<file path="config.mk">
export PLATFORM = sky130hd
export DESIGN_NAME = dbl_load
export DESIGN_NICKNAME = d
export VERILOG_FILES = /design/src/rtl/dbl_pkg.sv /design/src/rtl/dbl_trig.sv /design/src/rtl/dbl_load.sv
export SDC_FILE = /design/constraint.sdc
export NUM_CORES = 1
export LEC_CHECK = 0
export ABC_AREA = 1
export BUFFER_PORTS_ARGS = -buffer_cell sky130_fd_sc_hd__buf_2
export CAP_MARGIN = 0
export CORE_MARGIN = 2
export CORE_UTILIZATION = 35
export CTS_BUF_LIST = sky130_fd_sc_hd__clkbuf_8
export DETAILED_ROUTE_END_ITERATION = 8
export SYNTH_ARGS = -nofsm -noshare
export SYNTH_HDL_FRONTEND = slang
export SYNTH_SLANG_ARGS = --single-unit
</file>
<file path="constraint.sdc">
create_clock -name CLK_SYS_I -period 2.3 [get_ports CLK_SYS_I]
set_input_delay 0.46 -clock CLK_SYS_I [delete_from_list [all_inputs] [get_ports CLK_SYS_I]]
set_output_delay 0.46 -clock CLK_SYS_I [all_outputs]
set_load 0.02 [all_outputs]
</file>
<file path="src/rtl/dbl_pkg.sv">
/*
 package for the double-buffered converter load block: sizes, reset values, carrier structs.
 assumes a single system clock and a synchronous active-high reset.
*/
package dbl_pkg;
    localparam int          DBL_NCH       = 12;
    localparam int          DBL_CW        = 12;
    localparam int          DBL_AW        = 4;
    localparam logic [11:0] DBL_CODE_RST  = 12'h000;
    localparam logic [11:0] DBL_SEL_RST   = 12'h000;
    localparam logic [11:0] DBL_GAIN_RST  = 12'h000;
    localparam logic [11:0] DBL_PWR_RST   = 12'h000;
    localparam logic [11:0] DBL_PEND_RST  = 12'h000;

    typedef logic [DBL_CW-1:0] dbl_code_t;

    typedef struct packed {
        logic            wr;
        logic            rd;
        logic [DBL_AW-1:0] ch;
        dbl_code_t       data;
    } dbl_req_s;

    typedef struct packed {
        logic      valid;
        dbl_code_t data;
    } dbl_rsp_s;

    typedef enum logic [1:0] {
        DBL_IDLE  = 2'b00,
        DBL_FIRE  = 2'b01,
        DBL_ARMED = 2'b11
    } dbl_trig_e;
endpackage : dbl_pkg

</file>
<file path="src/rtl/dbl_trig.sv">
/*
 load trigger strobe: turns a write of one to the load trigger bit into a one-cycle pulse.
 assumes the write strobe is synchronous to CLK_SYS_I.
*/
`timescale 1ns/1ns
`default_nettype none
module dbl_trig
    import dbl_pkg::*;
(
    input  wire logic clk_i,
    input  wire logic srst_i,
    input  wire logic trig_wr_i,
    output var  logic load_pulse_o,
    output var  logic trig_bit_o
);
    dbl_trig_e state_r;
    dbl_trig_e state_nxt;

    always_comb begin
        case (state_r)
            DBL_IDLE:  state_nxt = trig_wr_i ? DBL_FIRE : DBL_IDLE;
            DBL_FIRE:  state_nxt = trig_wr_i ? DBL_FIRE : DBL_IDLE;
            default:   state_nxt = DBL_IDLE;
        endcase
    end

    always_ff @(posedge clk_i) begin
        if (srst_i) begin
            state_r <= DBL_IDLE;
        end else begin
            state_r <= state_nxt;
        end
    end

    // one pulse per write; back-to-back writes each fire
    assign load_pulse_o = (state_r == DBL_FIRE);
    // self-clearing: bit never stores a one
    assign trig_bit_o   = 1'b0;
endmodule : dbl_trig
`default_nettype wire

</file>
<file path="src/rtl/dbl_load.sv">
/*
 double-buffered load control for twelve 12-bit converter channels.
 assumes the serial register front end presents single-cycle write/read strobes on CLK_SYS_I.
*/
// What this block does
// twelve channels, each holding a 12-bit output code.
// input code register feeds output latch; only latch drives output.
// latch copies input register only on internal load pulse.
// writes land in input register; output changes when latch updates.
// reading a channel returns its latch value, not the pending input.
// latch stays unchanged after write until load pulse fires.
// writing one to load trigger bit generates the internal load pulse.
// per-channel gain bit selects zero to twice reference full scale.
// output buffers power up disabled, high-impedance, until software enables.
// reset forces all input registers and latches to zero.
// only sync-load-selected channels update, all in the same cycle.
// only channels written since their own last load reload.
// load trigger bit is a self-clearing single-cycle strobe.
`timescale 1ns/1ns
`default_nettype none
module dbl_load
    import dbl_pkg::*;
(
    input  wire logic                   CLK_SYS_I,
    input  wire logic                   SRST_I,
    input  wire dbl_req_s               REQ_I,
    output var  dbl_rsp_s               RSP_O,
    input  wire logic                   LOAD_TRIG_WR_I,
    output var  logic                   LOAD_TRIG_BIT_O,
    input  wire logic [DBL_NCH-1:0]     SYNC_LOAD_SELECT_I,
    input  wire logic [DBL_NCH-1:0]     GAIN_SEL_I,
    input  wire logic [DBL_NCH-1:0]     BUF_ENABLE_I,
    output var  logic [DBL_NCH*DBL_CW-1:0] CHANNEL_CODE_O,
    output var  logic [DBL_NCH-1:0]     CHANNEL_GAIN2X_O,
    output var  logic [DBL_NCH-1:0]     CHANNEL_PWRDN_N_O,
    output var  logic                   LOAD_PULSE_O
);

    // two stages per channel: input code, then the latch that drives the output
    dbl_code_t          in_r        [DBL_NCH];
    dbl_code_t          in_nxt      [DBL_NCH];
    dbl_code_t          latch_r     [DBL_NCH];
    dbl_code_t          latch_nxt   [DBL_NCH];
    logic [DBL_NCH-1:0] pend_r;
    logic [DBL_NCH-1:0] pend_nxt;
    logic [DBL_NCH-1:0] gain_r;
    logic [DBL_NCH-1:0] gain_nxt;
    logic [DBL_NCH-1:0] pwr_r;
    logic [DBL_NCH-1:0] pwr_nxt;
    logic [DBL_NCH-1:0] wr_sel;
    logic [DBL_NCH-1:0] rd_sel;
    logic [DBL_NCH-1:0] clr_sel;
    logic [DBL_NCH-1:0] load_en;
    logic               load_pulse;
    logic               ch_ok;
    dbl_code_t          rd_code;
    dbl_rsp_s           rsp_nxt;
    logic               rsp_valid_r;
    dbl_code_t          rsp_data_r;

    // true when the request index names channel n
    function automatic logic hit(input logic [DBL_AW-1:0] a, input int n);
        hit = (32'(a) == n);
    endfunction : hit

    // index to one-hot; indices past the last channel select nothing
    function automatic logic [DBL_NCH-1:0] ch_dec(input logic [DBL_AW-1:0] a, input logic en);
        ch_dec = '0;
        for (int n = 0; n < DBL_NCH; n++) begin
            if (en && hit(a, n)) begin
                ch_dec[n] = 1'b1;
            end
        end
    endfunction : ch_dec

    // indices 12..15 are reserved: writes dropped, reads return zero
    assign ch_ok  = (32'(REQ_I.ch) < DBL_NCH);
    assign wr_sel = ch_dec(REQ_I.ch, REQ_I.wr);
    assign rd_sel = ch_dec(REQ_I.ch, REQ_I.rd && ch_ok);

    // strobe kept in its own module so the bit itself never stores a one
    dbl_trig u_trig (
        .clk_i        (CLK_SYS_I),
        .srst_i       (SRST_I),
        .trig_wr_i    (LOAD_TRIG_WR_I),
        .load_pulse_o (load_pulse),
        .trig_bit_o   (LOAD_TRIG_BIT_O)
    );
    assign LOAD_PULSE_O = load_pulse;

    // a channel moves only if selected and written since its last load
    assign clr_sel = load_pulse ? SYNC_LOAD_SELECT_I : '0;
    assign load_en = clr_sel & pend_r;

    // host writes only touch the input stage
    always_comb begin
        for (int n = 0; n < DBL_NCH; n++) begin
            in_nxt[n] = in_r[n];
            if (wr_sel[n]) begin
                in_nxt[n] = REQ_I.data;
            end
        end
    end

    always_ff @(posedge CLK_SYS_I) begin
        for (int n = 0; n < DBL_NCH; n++) begin
            if (SRST_I) begin
                in_r[n] <= DBL_CODE_RST;
            end else begin
                in_r[n] <= in_nxt[n];
            end
        end
    end

    // written-since-last-load flags; set wins over the clearing pulse
    always_comb begin
        for (int n = 0; n < DBL_NCH; n++) begin
            pend_nxt[n] = pend_r[n];
            if (wr_sel[n]) begin
                pend_nxt[n] = 1'b1;
            end else if (clr_sel[n]) begin
                pend_nxt[n] = 1'b0;
            end
        end
    end

    always_ff @(posedge CLK_SYS_I) begin
        if (SRST_I) begin
            pend_r <= DBL_PEND_RST;
        end else begin
            pend_r <= pend_nxt;
        end
    end

    // all enabled channels move together on the one pulse
    always_comb begin
        for (int n = 0; n < DBL_NCH; n++) begin
            latch_nxt[n] = latch_r[n];
            if (load_en[n]) begin
                latch_nxt[n] = in_r[n];
            end
        end
    end

    // latch is the only stage the converter sees
    always_ff @(posedge CLK_SYS_I) begin
        for (int n = 0; n < DBL_NCH; n++) begin
            if (SRST_I) begin
                latch_r[n] <= DBL_CODE_RST;
            end else begin
                latch_r[n] <= latch_nxt[n];
            end
        end
    end

    // gain and buffer enable are levels; one flop keeps the outputs registered
    always_comb begin
        gain_nxt = GAIN_SEL_I;
        pwr_nxt  = BUF_ENABLE_I;
    end

    always_ff @(posedge CLK_SYS_I) begin
        if (SRST_I) begin
            gain_r <= DBL_GAIN_RST;
        end else begin
            gain_r <= gain_nxt;
        end
    end

    // buffers come up powered down until software enables them
    always_ff @(posedge CLK_SYS_I) begin
        if (SRST_I) begin
            pwr_r <= DBL_PWR_RST;
        end else begin
            pwr_r <= pwr_nxt;
        end
    end

    // readback shows the latch, never the pending code
    always_comb begin
        rd_code = DBL_CODE_RST;
        for (int n = 0; n < DBL_NCH; n++) begin
            if (rd_sel[n]) begin
                rd_code = latch_r[n];
            end
        end
    end

    // data is zero unless an in-range read is taken
    always_comb begin
        rsp_nxt       = '0;
        rsp_nxt.valid = REQ_I.rd;
        rsp_nxt.data  = rd_code;
    end

    always_ff @(posedge CLK_SYS_I) begin
        if (SRST_I) begin
            rsp_valid_r <= 1'b0;
        end else begin
            rsp_valid_r <= rsp_nxt.valid;
        end
    end

    always_ff @(posedge CLK_SYS_I) begin
        if (SRST_I) begin
            rsp_data_r <= DBL_CODE_RST;
        end else begin
            rsp_data_r <= rsp_nxt.data;
        end
    end

    always_comb begin
        RSP_O       = '0;
        RSP_O.valid = rsp_valid_r;
        RSP_O.data  = rsp_data_r;
    end

    // flatten latches; channel n sits at bits 12n+11:12n
    always_comb begin
        for (int n = 0; n < DBL_NCH; n++) begin
            CHANNEL_CODE_O[n*DBL_CW +: DBL_CW] = latch_r[n];
        end
    end
    assign CHANNEL_GAIN2X_O  = gain_r;
    assign CHANNEL_PWRDN_N_O = pwr_r;
endmodule : dbl_load
`default_nettype wire

</file>
==> results of run 1 <==
==> critical path, delay by kind of cell, from the launching register on <==
kind / cells / cell delay (ps)
buffers and inverters: 2 / 630
flip-flops: 1 / 300
==> per-layer routing <==
| layer | share of wire | wire length [µm] | vias to the layer above | GRT usage |
|---|---|---|---|---|
| met4 | 0.037 | 1690 | 0 | 0.103 |
| met2 | 0.45 | 20600 | 435 | 0.376 |
| met1 | 0.44 | 19900 | 5469 | 0.309 |
| met3 | 0.072 | 3270 | 78 | 0.0423 |
| li1 | - | - | 5996 | - |
| met5 | 0 | 0 | - | 0 |
==> kinds of logic after synthesis <==
| family | synth area share |
|---|---|
| flops | 0.525 |
| simple gates | 0.118 |
| other cells | 0.000291 |
| buf+inv | 0.127 |
| compound gates | 0.230 |
==> layout by cell type, fill, tap and decap left out, types with 10 or more instances in the layout <==
cell	count
buf_2	238
nand2_1	148
buf_4	40
nor2_1	88
dfxtp_1	338
dlygate4sd3_1	18
clkbuf_8	77
nand3_1	52
inv_1	317
clkinv_2	10
a21oi_1	309
nand4_1	52
o21ai_0	284
==> sequential cells by signal, indices dropped and copies added, names as in the netlist <==
| register | cells |
|---|---|
| u_trig.state_r | 1 |
| latch_r | 144 |
| pend_r | 12 |
| in_r | 144 |
| rsp_valid_r | 1 |
| CHANNEL_PWRDN_N_O | 12 |
| rsp_data_r | 12 |
| CHANNEL_GAIN2X_O | 12 |
==> power by group through the flow <==
stage	combinational, W	clock [W]	sequential, W
finish	0.000708	0.00614	0.00600
global route	0.000784	0.00652	0.00601
CTS	0.000707	0.00628	0.00600
detailed placement	0.000682	0	0.00613
global placement	0.000673	0	0.00613
floorplan	0.000355	0	0.00616
==> per-stage QoR <==
step	utilization	instance area, µm²	worst slack, ps	hold slack [ps]
floorplan	-	12900	645	420
global placement	0.401	14600	258	427
detailed placement	0.401	14600	269	430
CTS	0.443	16100	223	3.05
global route	0.443	16100	214	33.5
finish	0.443	16100	288	44.7
==> worst max path at each step <==
stage                       from              to  slack (ps)  depth (start not counted)
6_report       u_trig.state_r[0]    LOAD_PULSE_O         290                          2
4_1_cts        u_trig.state_r[0]    LOAD_PULSE_O         220                          2
5_1_grt        u_trig.state_r[0]    LOAD_PULSE_O         210                          2
2_1_floorplan          REQ_I[16]  rsp_data_r[10]         640                          8
3_5_place_dp           REQ_I[13]   rsp_data_r[8]         270                         11
3_3_place_gp           REQ_I[13]   rsp_data_r[1]         260                          9
==> layout make-up <==
type	instances	area share
sequential	338	0.420
inverter	309	0.0721
clock buffer	77	0.0657
clock inverter	27	0.0173
tap	468	0.0363
timing repair buffer	301	0.110
multi-input combinational	941	0.279
==> timing repair <==
| action | CTS | global route |
|---|---|---|
| setup endpoints to repair | 0 | 0 |
| endpoints found under the hold margin | 18 | 0 |
| hold buffers | 18 | 0 |
==> metrics.md, run 1 <==
| Metric | Value |
|---|---|
| Register area share after synthesis | `0.525` |
| Psw | `0.00303 W` |
| Fillcell total | `3738` |
| Hold Vio Cnt, Final | `0` |
| CTS Root Cell | `clkbuf_8` |
| DR iter-0 viols | `947` |
| Worst Tran Pin Value | `769 ps` |
| Max-cap violations | `0` |
| WL per Instance | `18.5 µm` |
| Avg Cell Area, Syn | `7.54 µm²` |
| Post-synthesis sequential element count | `338` |
| Distinct cells, synth | `16` |
| Placed cell count | `2339` |
| Die X | `196 µm` |
| Global-route wire length before repair | `67.7 mm` |
| CTS tree | `done` |
| Worst r2r src | `u_trig.state_r[0]` |
| Row count | `70` |
| Rel. slew slack | `0.487` |
| DRC violations left | `0` |
| Leak pwr | `6.60 nW` |
| Setup TNS | `0 ps` |
| Gate power share | `0.055` |
| GPL Wtd Cong | `0.861` |
| Ports | `240` |
| Fin crit share | `0.875` |
| # resized after CTS | `0` |
| Layout cells sized above 1 | `0.194` |
| Initial antenna violation count | `2` |
| Reg power frac | `0.467` |
| R2R Setup Slk | `860 ps` |
| Later-pin clock latency in the skew report | `640 ps` |
| Synth warn | `0` |
| Maximum vdd drop | `568 µV` |
| Number of CTS-inserted buffers | `57` |
| Clk buf depth | `3` |
| Post-Syn Area | `0.0129 mm²` |
| Sw Ratio | `0.235` |
| Register Area | `0.00677 mm²` |
| Die footprint | `0.0384 mm²` |
| # clock sinks | `338` |
| Number of setup buffers added after CTS | `0` |
| Post-synth EDFFs | `0` |
| Core Box Area | `0.0364 mm²` |
| Detailed-placement wirelength estimate | `31.7 mm` |
| Cell with the most instances after synthesis | `dfxtp_1` |
| CP peak stage delay | `380 ps` |
| Post-Syn Instances | `1710` |
| Area occupied by multi-input gates | `0.00450 mm²` |
| Vias in the first global route | `11300` |
| Initial Util | `0.354` |
| Fin crit period | `2010 ps` |
| Vias per cell | `4.87` |
| Power, Total | `0.0128 W` |
| Setup-failing EPs final | `0` |
| Synth top area cells | `dfxtp_1 52%, a21oi_1 12%, o21ai_0 11%` |
| Setup crit end kind | `output pin` |
| Main flop type after synthesis | `dfxtp_1` |
| Slew Limit Fails | `0` |
| Finished Layout Cells | `2461` |
| RSZ-0062 raised after global routing | `no` |
| Hold Path Sink | `CHANNEL_PWRDN_N_O[11]` |
| Maximum clock rate | `0.497 GHz` |
| CP required | `1840 ps` |
| Tightest Hold Check Type | `in2reg` |
| Via Count | `12000` |
| Synth-to-Final Area Change | `25.1%` |
| Synth area leader | `dfxtp_1` |
| Capturing point of the worst reg2reg path | `latch_r[1][40]` |
| P_int | `0.00982 W` |
| PwrDens | `797 mW/mm²` |
| Layout net count | `2005` |
| CTS H-Tree Depth | `2` |
| Crit-path cells | `buf_4, buf_2` |
| Crit path kind | `reg2out` |
| Asr flop ratio synth | `0` |
| Worst Path Arrival | `1550 ps` |
| FF-to-FF path depth | `5` |
| ANT nets after route | `0` |
| Largest net degree at the start of global routing | `96` |
| First-pass DRT Iterations | `5` |
| Reg clk slew, reported paths | `60 ps` |
| Clock Power Share | `0.478` |
| Port bufs | `238` |
| Outcome | `finished clean` |
| Clock skew | `22.4 ps` |
| Critical Path Start Type | `register` |
| Min-delay src | `BUF_ENABLE_I[11]` |
| List of most frequent post-synthesis cells | `338 x dfxtp_1, 309 x a21oi_1, 309 x inv_1` |
| CP max-delay cell | `buf_4` |
| CP Max Fanout | `25` |
| Total Routing Usage GR | `0.234` |
| # diodes | `0` |
| Post-synth top area share | `0.525` |
| WHS Path Cells | `3` |
| Post-Syn Nets | `1767` |
| Die height | `196 µm` |
| Total grt overflow | `0` |
| Wirelength, routed | `45.4 mm` |
(Power assumes the default switching activity.)
==> inputs of run 2 (changes only) <==
--- a/config.mk
+++ b/config.mk
@@ -6,12 +6,16 @@
 export NUM_CORES = 1
 export LEC_CHECK = 0
 export ABC_AREA = 1
+export ABC_CLOCK_PERIOD_IN_PS = 2300
 export BUFFER_PORTS_ARGS = -buffer_cell sky130_fd_sc_hd__buf_2
 export CAP_MARGIN = 0
+export CELL_PAD_IN_SITES_DETAIL_PLACEMENT = 0
+export CELL_PAD_IN_SITES_GLOBAL_PLACEMENT = 2
 export CORE_MARGIN = 2
 export CORE_UTILIZATION = 35
 export CTS_BUF_LIST = sky130_fd_sc_hd__clkbuf_8
 export DETAILED_ROUTE_END_ITERATION = 8
+export PLACE_DENSITY_LB_ADDON = 0.1
 export SYNTH_ARGS = -nofsm -noshare
 export SYNTH_HDL_FRONTEND = slang
 export SYNTH_SLANG_ARGS = --single-unit
==> run 2 against run 1 <==
Critical path depth rose by 1. Largest power group is now registers. Highest routed layer is now met5. Combinational power grew 5.1%. Fmax down 3.1%. Design area is 0.24% higher. Global-route usage rose by 0.96 points. Critical path type unchanged. First-iteration DRC count down 9.6%. Clock power fell by 7.3%. Worst setup slack got worse by 65 ps. Die area did not move. Wire length rose by 3.8%. Sequential power is essentially flat. Largest cell class unchanged. Register-to-register slack lost 390 ps.
==> metrics.md, run 2 (synthesized netlist as in run 1, its figures left out) <==
| Metric | Value |
|---|---|
| Most common cell after layout, fill and taps aside | `dfxtp_1 (unchanged)` |
| Number of CTS-inserted buffers | `58 (was 57)` |
| First-pass DRT Iterations | `9 (was 5)` |
| Max-cap violations | `0 (unchanged)` |
| Synth-to-Final Area Change | `25.4% (was 25.1%)` |
| Setup-failing EPs final | `0 (unchanged)` |
| Clk buf depth | `3 (unchanged)` |
| Layout net count | `2023 (was 2005)` |
| Vias in the first global route | `11200 (was 11300)` |
| FF-to-FF path depth | `4 (was 5)` |
| Final instance area | `0.0162 mm² (was 0.0161 mm²)` |
| Hold Vio Cnt, Final | `0 (unchanged)` |
| Total Routing Usage GR | `0.244 (was 0.234)` |
| Maximum clock rate | `0.481 GHz (was 0.497 GHz)` |
| Highest Signal Layer | `met5 (was met4)` |
| Total grt overflow | `0 (unchanged)` |
| Hold Path Sink | `pend_r[9] (was CHANNEL_PWRDN_N_O[11])` |
| Die X | `196 µm (unchanged)` |
| Clock skew | `32.7 ps (was 22.4 ps)` |
| GPL Wtd Cong | `0.831 (was 0.861)` |
| CTS Root Cell | `clkbuf_8 (unchanged)` |
| Setup TNS | `0 ps (unchanged)` |
| Commonest non-fill, non-tap cells in the layout | `338 x dfxtp_1, 323 x inv_1, 309 x a21oi_1 (was 338 x dfxtp_1, 317 x inv_1, 309 x a21oi_1)` |
| Min-delay src | `SYNC_LOAD_SELECT_I[9] (was BUF_ENABLE_I[11])` |
| Fin crit period | `2080 ps (was 2010 ps)` |
| WHS Path Cells | `4 (was 3)` |
| Critical Path Start Type | `register (unchanged)` |
| Tightest Hold Check Type | `in2reg (unchanged)` |
| RSZ-0062 raised after global routing | `no (unchanged)` |
| Layout cells sized above 1 | `0.193 (was 0.194)` |
| Fillcell total | `3842 (was 3738)` |
| # clock sinks | `338 (unchanged)` |
| DRC violations left | `0 (unchanged)` |
| # resized after CTS | `0 (unchanged)` |
| Placed cell areas | `0.0147 mm² (was 0.0146 mm²)` |
| Crit path kind | `reg2out (unchanged)` |
| Register Area | `0.00677 mm² (unchanged)` |
| Row count | `70 (unchanged)` |
| Capturing point of the worst reg2reg path | `latch_r[2][28] (was latch_r[1][40])` |
| Global-route wire length before repair | `69.7 mm (was 67.7 mm)` |
| PwrDens | `769 mW/mm² (was 797 mW/mm²)` |
| Detailed-placement wirelength estimate | `32.3 mm (was 31.7 mm)` |
| DR iter-0 viols | `856 (was 947)` |
| Leak pwr | `6.64 nW (was 6.60 nW)` |
| Ports | `240 (unchanged)` |
| CP Max Fanout | `10 (was 25)` |
| Setup ws final | `222 ps (was 288 ps)` |
| Die footprint | `0.0384 mm² (unchanged)` |
| Core Box Area | `0.0364 mm² (unchanged)` |
| Largest net degree at the start of global routing | `63 (was 96)` |
| Worst r2r src | `u_trig.state_r[0] (unchanged)` |
| Slew Limit Fails | `0 (unchanged)` |
| Setup crit end kind | `output pin (unchanged)` |
| Vias per cell | `4.78 (was 4.87)` |
| R2R Setup Slk | `470 ps (was 860 ps)` |
| Area occupied by multi-input gates | `0.00450 mm² (unchanged)` |
| Initial antenna violation count | `7 (was 2)` |
| Finished Layout Cells | `2476 (was 2461)` |
| Reg clk slew, reported paths | `60 ps (about the same)` |
| Initial Util | `0.354 (unchanged)` |
| Maximum vdd drop | `395 µV (was 568 µV)` |
| DR WL met2 | `20.9 mm (was 20.6 mm)` |
| CTS tree | `done (unchanged)` |
| Via Count | `11800 (was 12000)` |
| Fin crit share | `0.903 (was 0.875)` |
| Outcome | `finished clean (unchanged)` |
| Worst Path Arrival | `1620 ps (was 1550 ps)` |
| ANT nets after route | `0 (unchanged)` |
| CP required | `1840 ps (about the same)` |
| Later-pin clock latency in the skew report | `660 ps (was 640 ps)` |
| Die height | `196 µm (unchanged)` |
| Port bufs | `238 (unchanged)` |
| WL per Instance | `19.0 µm (was 18.5 µm)` |
| Rel. slew slack | `0.449 (was 0.487)` |
| Metal1 wirelength | `22.4 mm (was 19.9 mm)` |
| Placed cell count | `2349 (was 2339)` |
| Number of setup buffers added after CTS | `0 (unchanged)` |
| CTS H-Tree Depth | `2 (unchanged)` |
| Dpl ws | `150 ps (was 269 ps)` |
| Biggest regs | `in_r: 144 flops, latch_r: 144 flops (unchanged)` |
| Wirelength, routed | `47.2 mm (was 45.4 mm)` |
| DR WL met3 | `2.86 mm (was 3.27 mm)` |
| Worst Tran Pin Value | `826 ps (was 769 ps)` |
[run 2: per-stage QoR]
stage          utilization  hold WS, ps  total power (W)
2_1_floorplan            -          420          0.00652
3_3_place_gp         0.403          426          0.00683
3_5_place_dp         0.403          430          0.00684
4_1_cts              0.444         26.9           0.0126
5_1_grt              0.444         84.7           0.0129
6_report             0.444         86.1           0.0124
[run 2: worst max-delay path: stages (launching register included)]
cell and delay (ps):
dfxtp_1 330, buf_4 170, buf_4 250, buf_2 210
[run 2: how the worst max path moves through the flow]
stage | slack [ps] | start | to
floorplan | 640 | REQ_I[16] | rsp_data_r[10]
CTS | 160 | u_trig.state_r[0] | LOAD_PULSE_O
global route | 130 | u_trig.state_r[0] | LOAD_PULSE_O
detailed placement | 150 | REQ_I[13] | rsp_data_r[1]
global placement | 200 | REQ_I[13] | rsp_data_r[5]
finish | 220 | u_trig.state_r[0] | LOAD_PULSE_O
[run 2: report_power, final]
| group | switching [W] | internal (W) |
|---|---|---|
| Combinational | 0.000508 | 0.000236 |
| Clock | 0.00249 | 0.00320 |
| Sequential | 0.0000457 | 0.00595 |
[run 2: what timing repair did]
item                                   CTS  global route
hold buffers                            25             0
setup endpoints to repair                0             0
endpoints found under the hold margin   25             0
[run 2: cell type report]
| cell class | count | area share |
|---|---|---|
| sequential | 338 | 0.419 |
| multi-input combinational | 941 | 0.279 |
| tap | 468 | 0.0362 |
| timing repair buffer | 318 | 0.119 |
| clock inverter | 24 | 0.0105 |
| inverter | 309 | 0.0719 |
| clock buffer | 77 | 0.0656 |
| antenna | 1 | 0.000155 |
[run 2: layer usage]
metal,up-vias,track usage
met5,-,0
met4,4,0.0741
met3,71,0.0431
met2,344,0.380
met1,5374,0.344
li1,6046,-
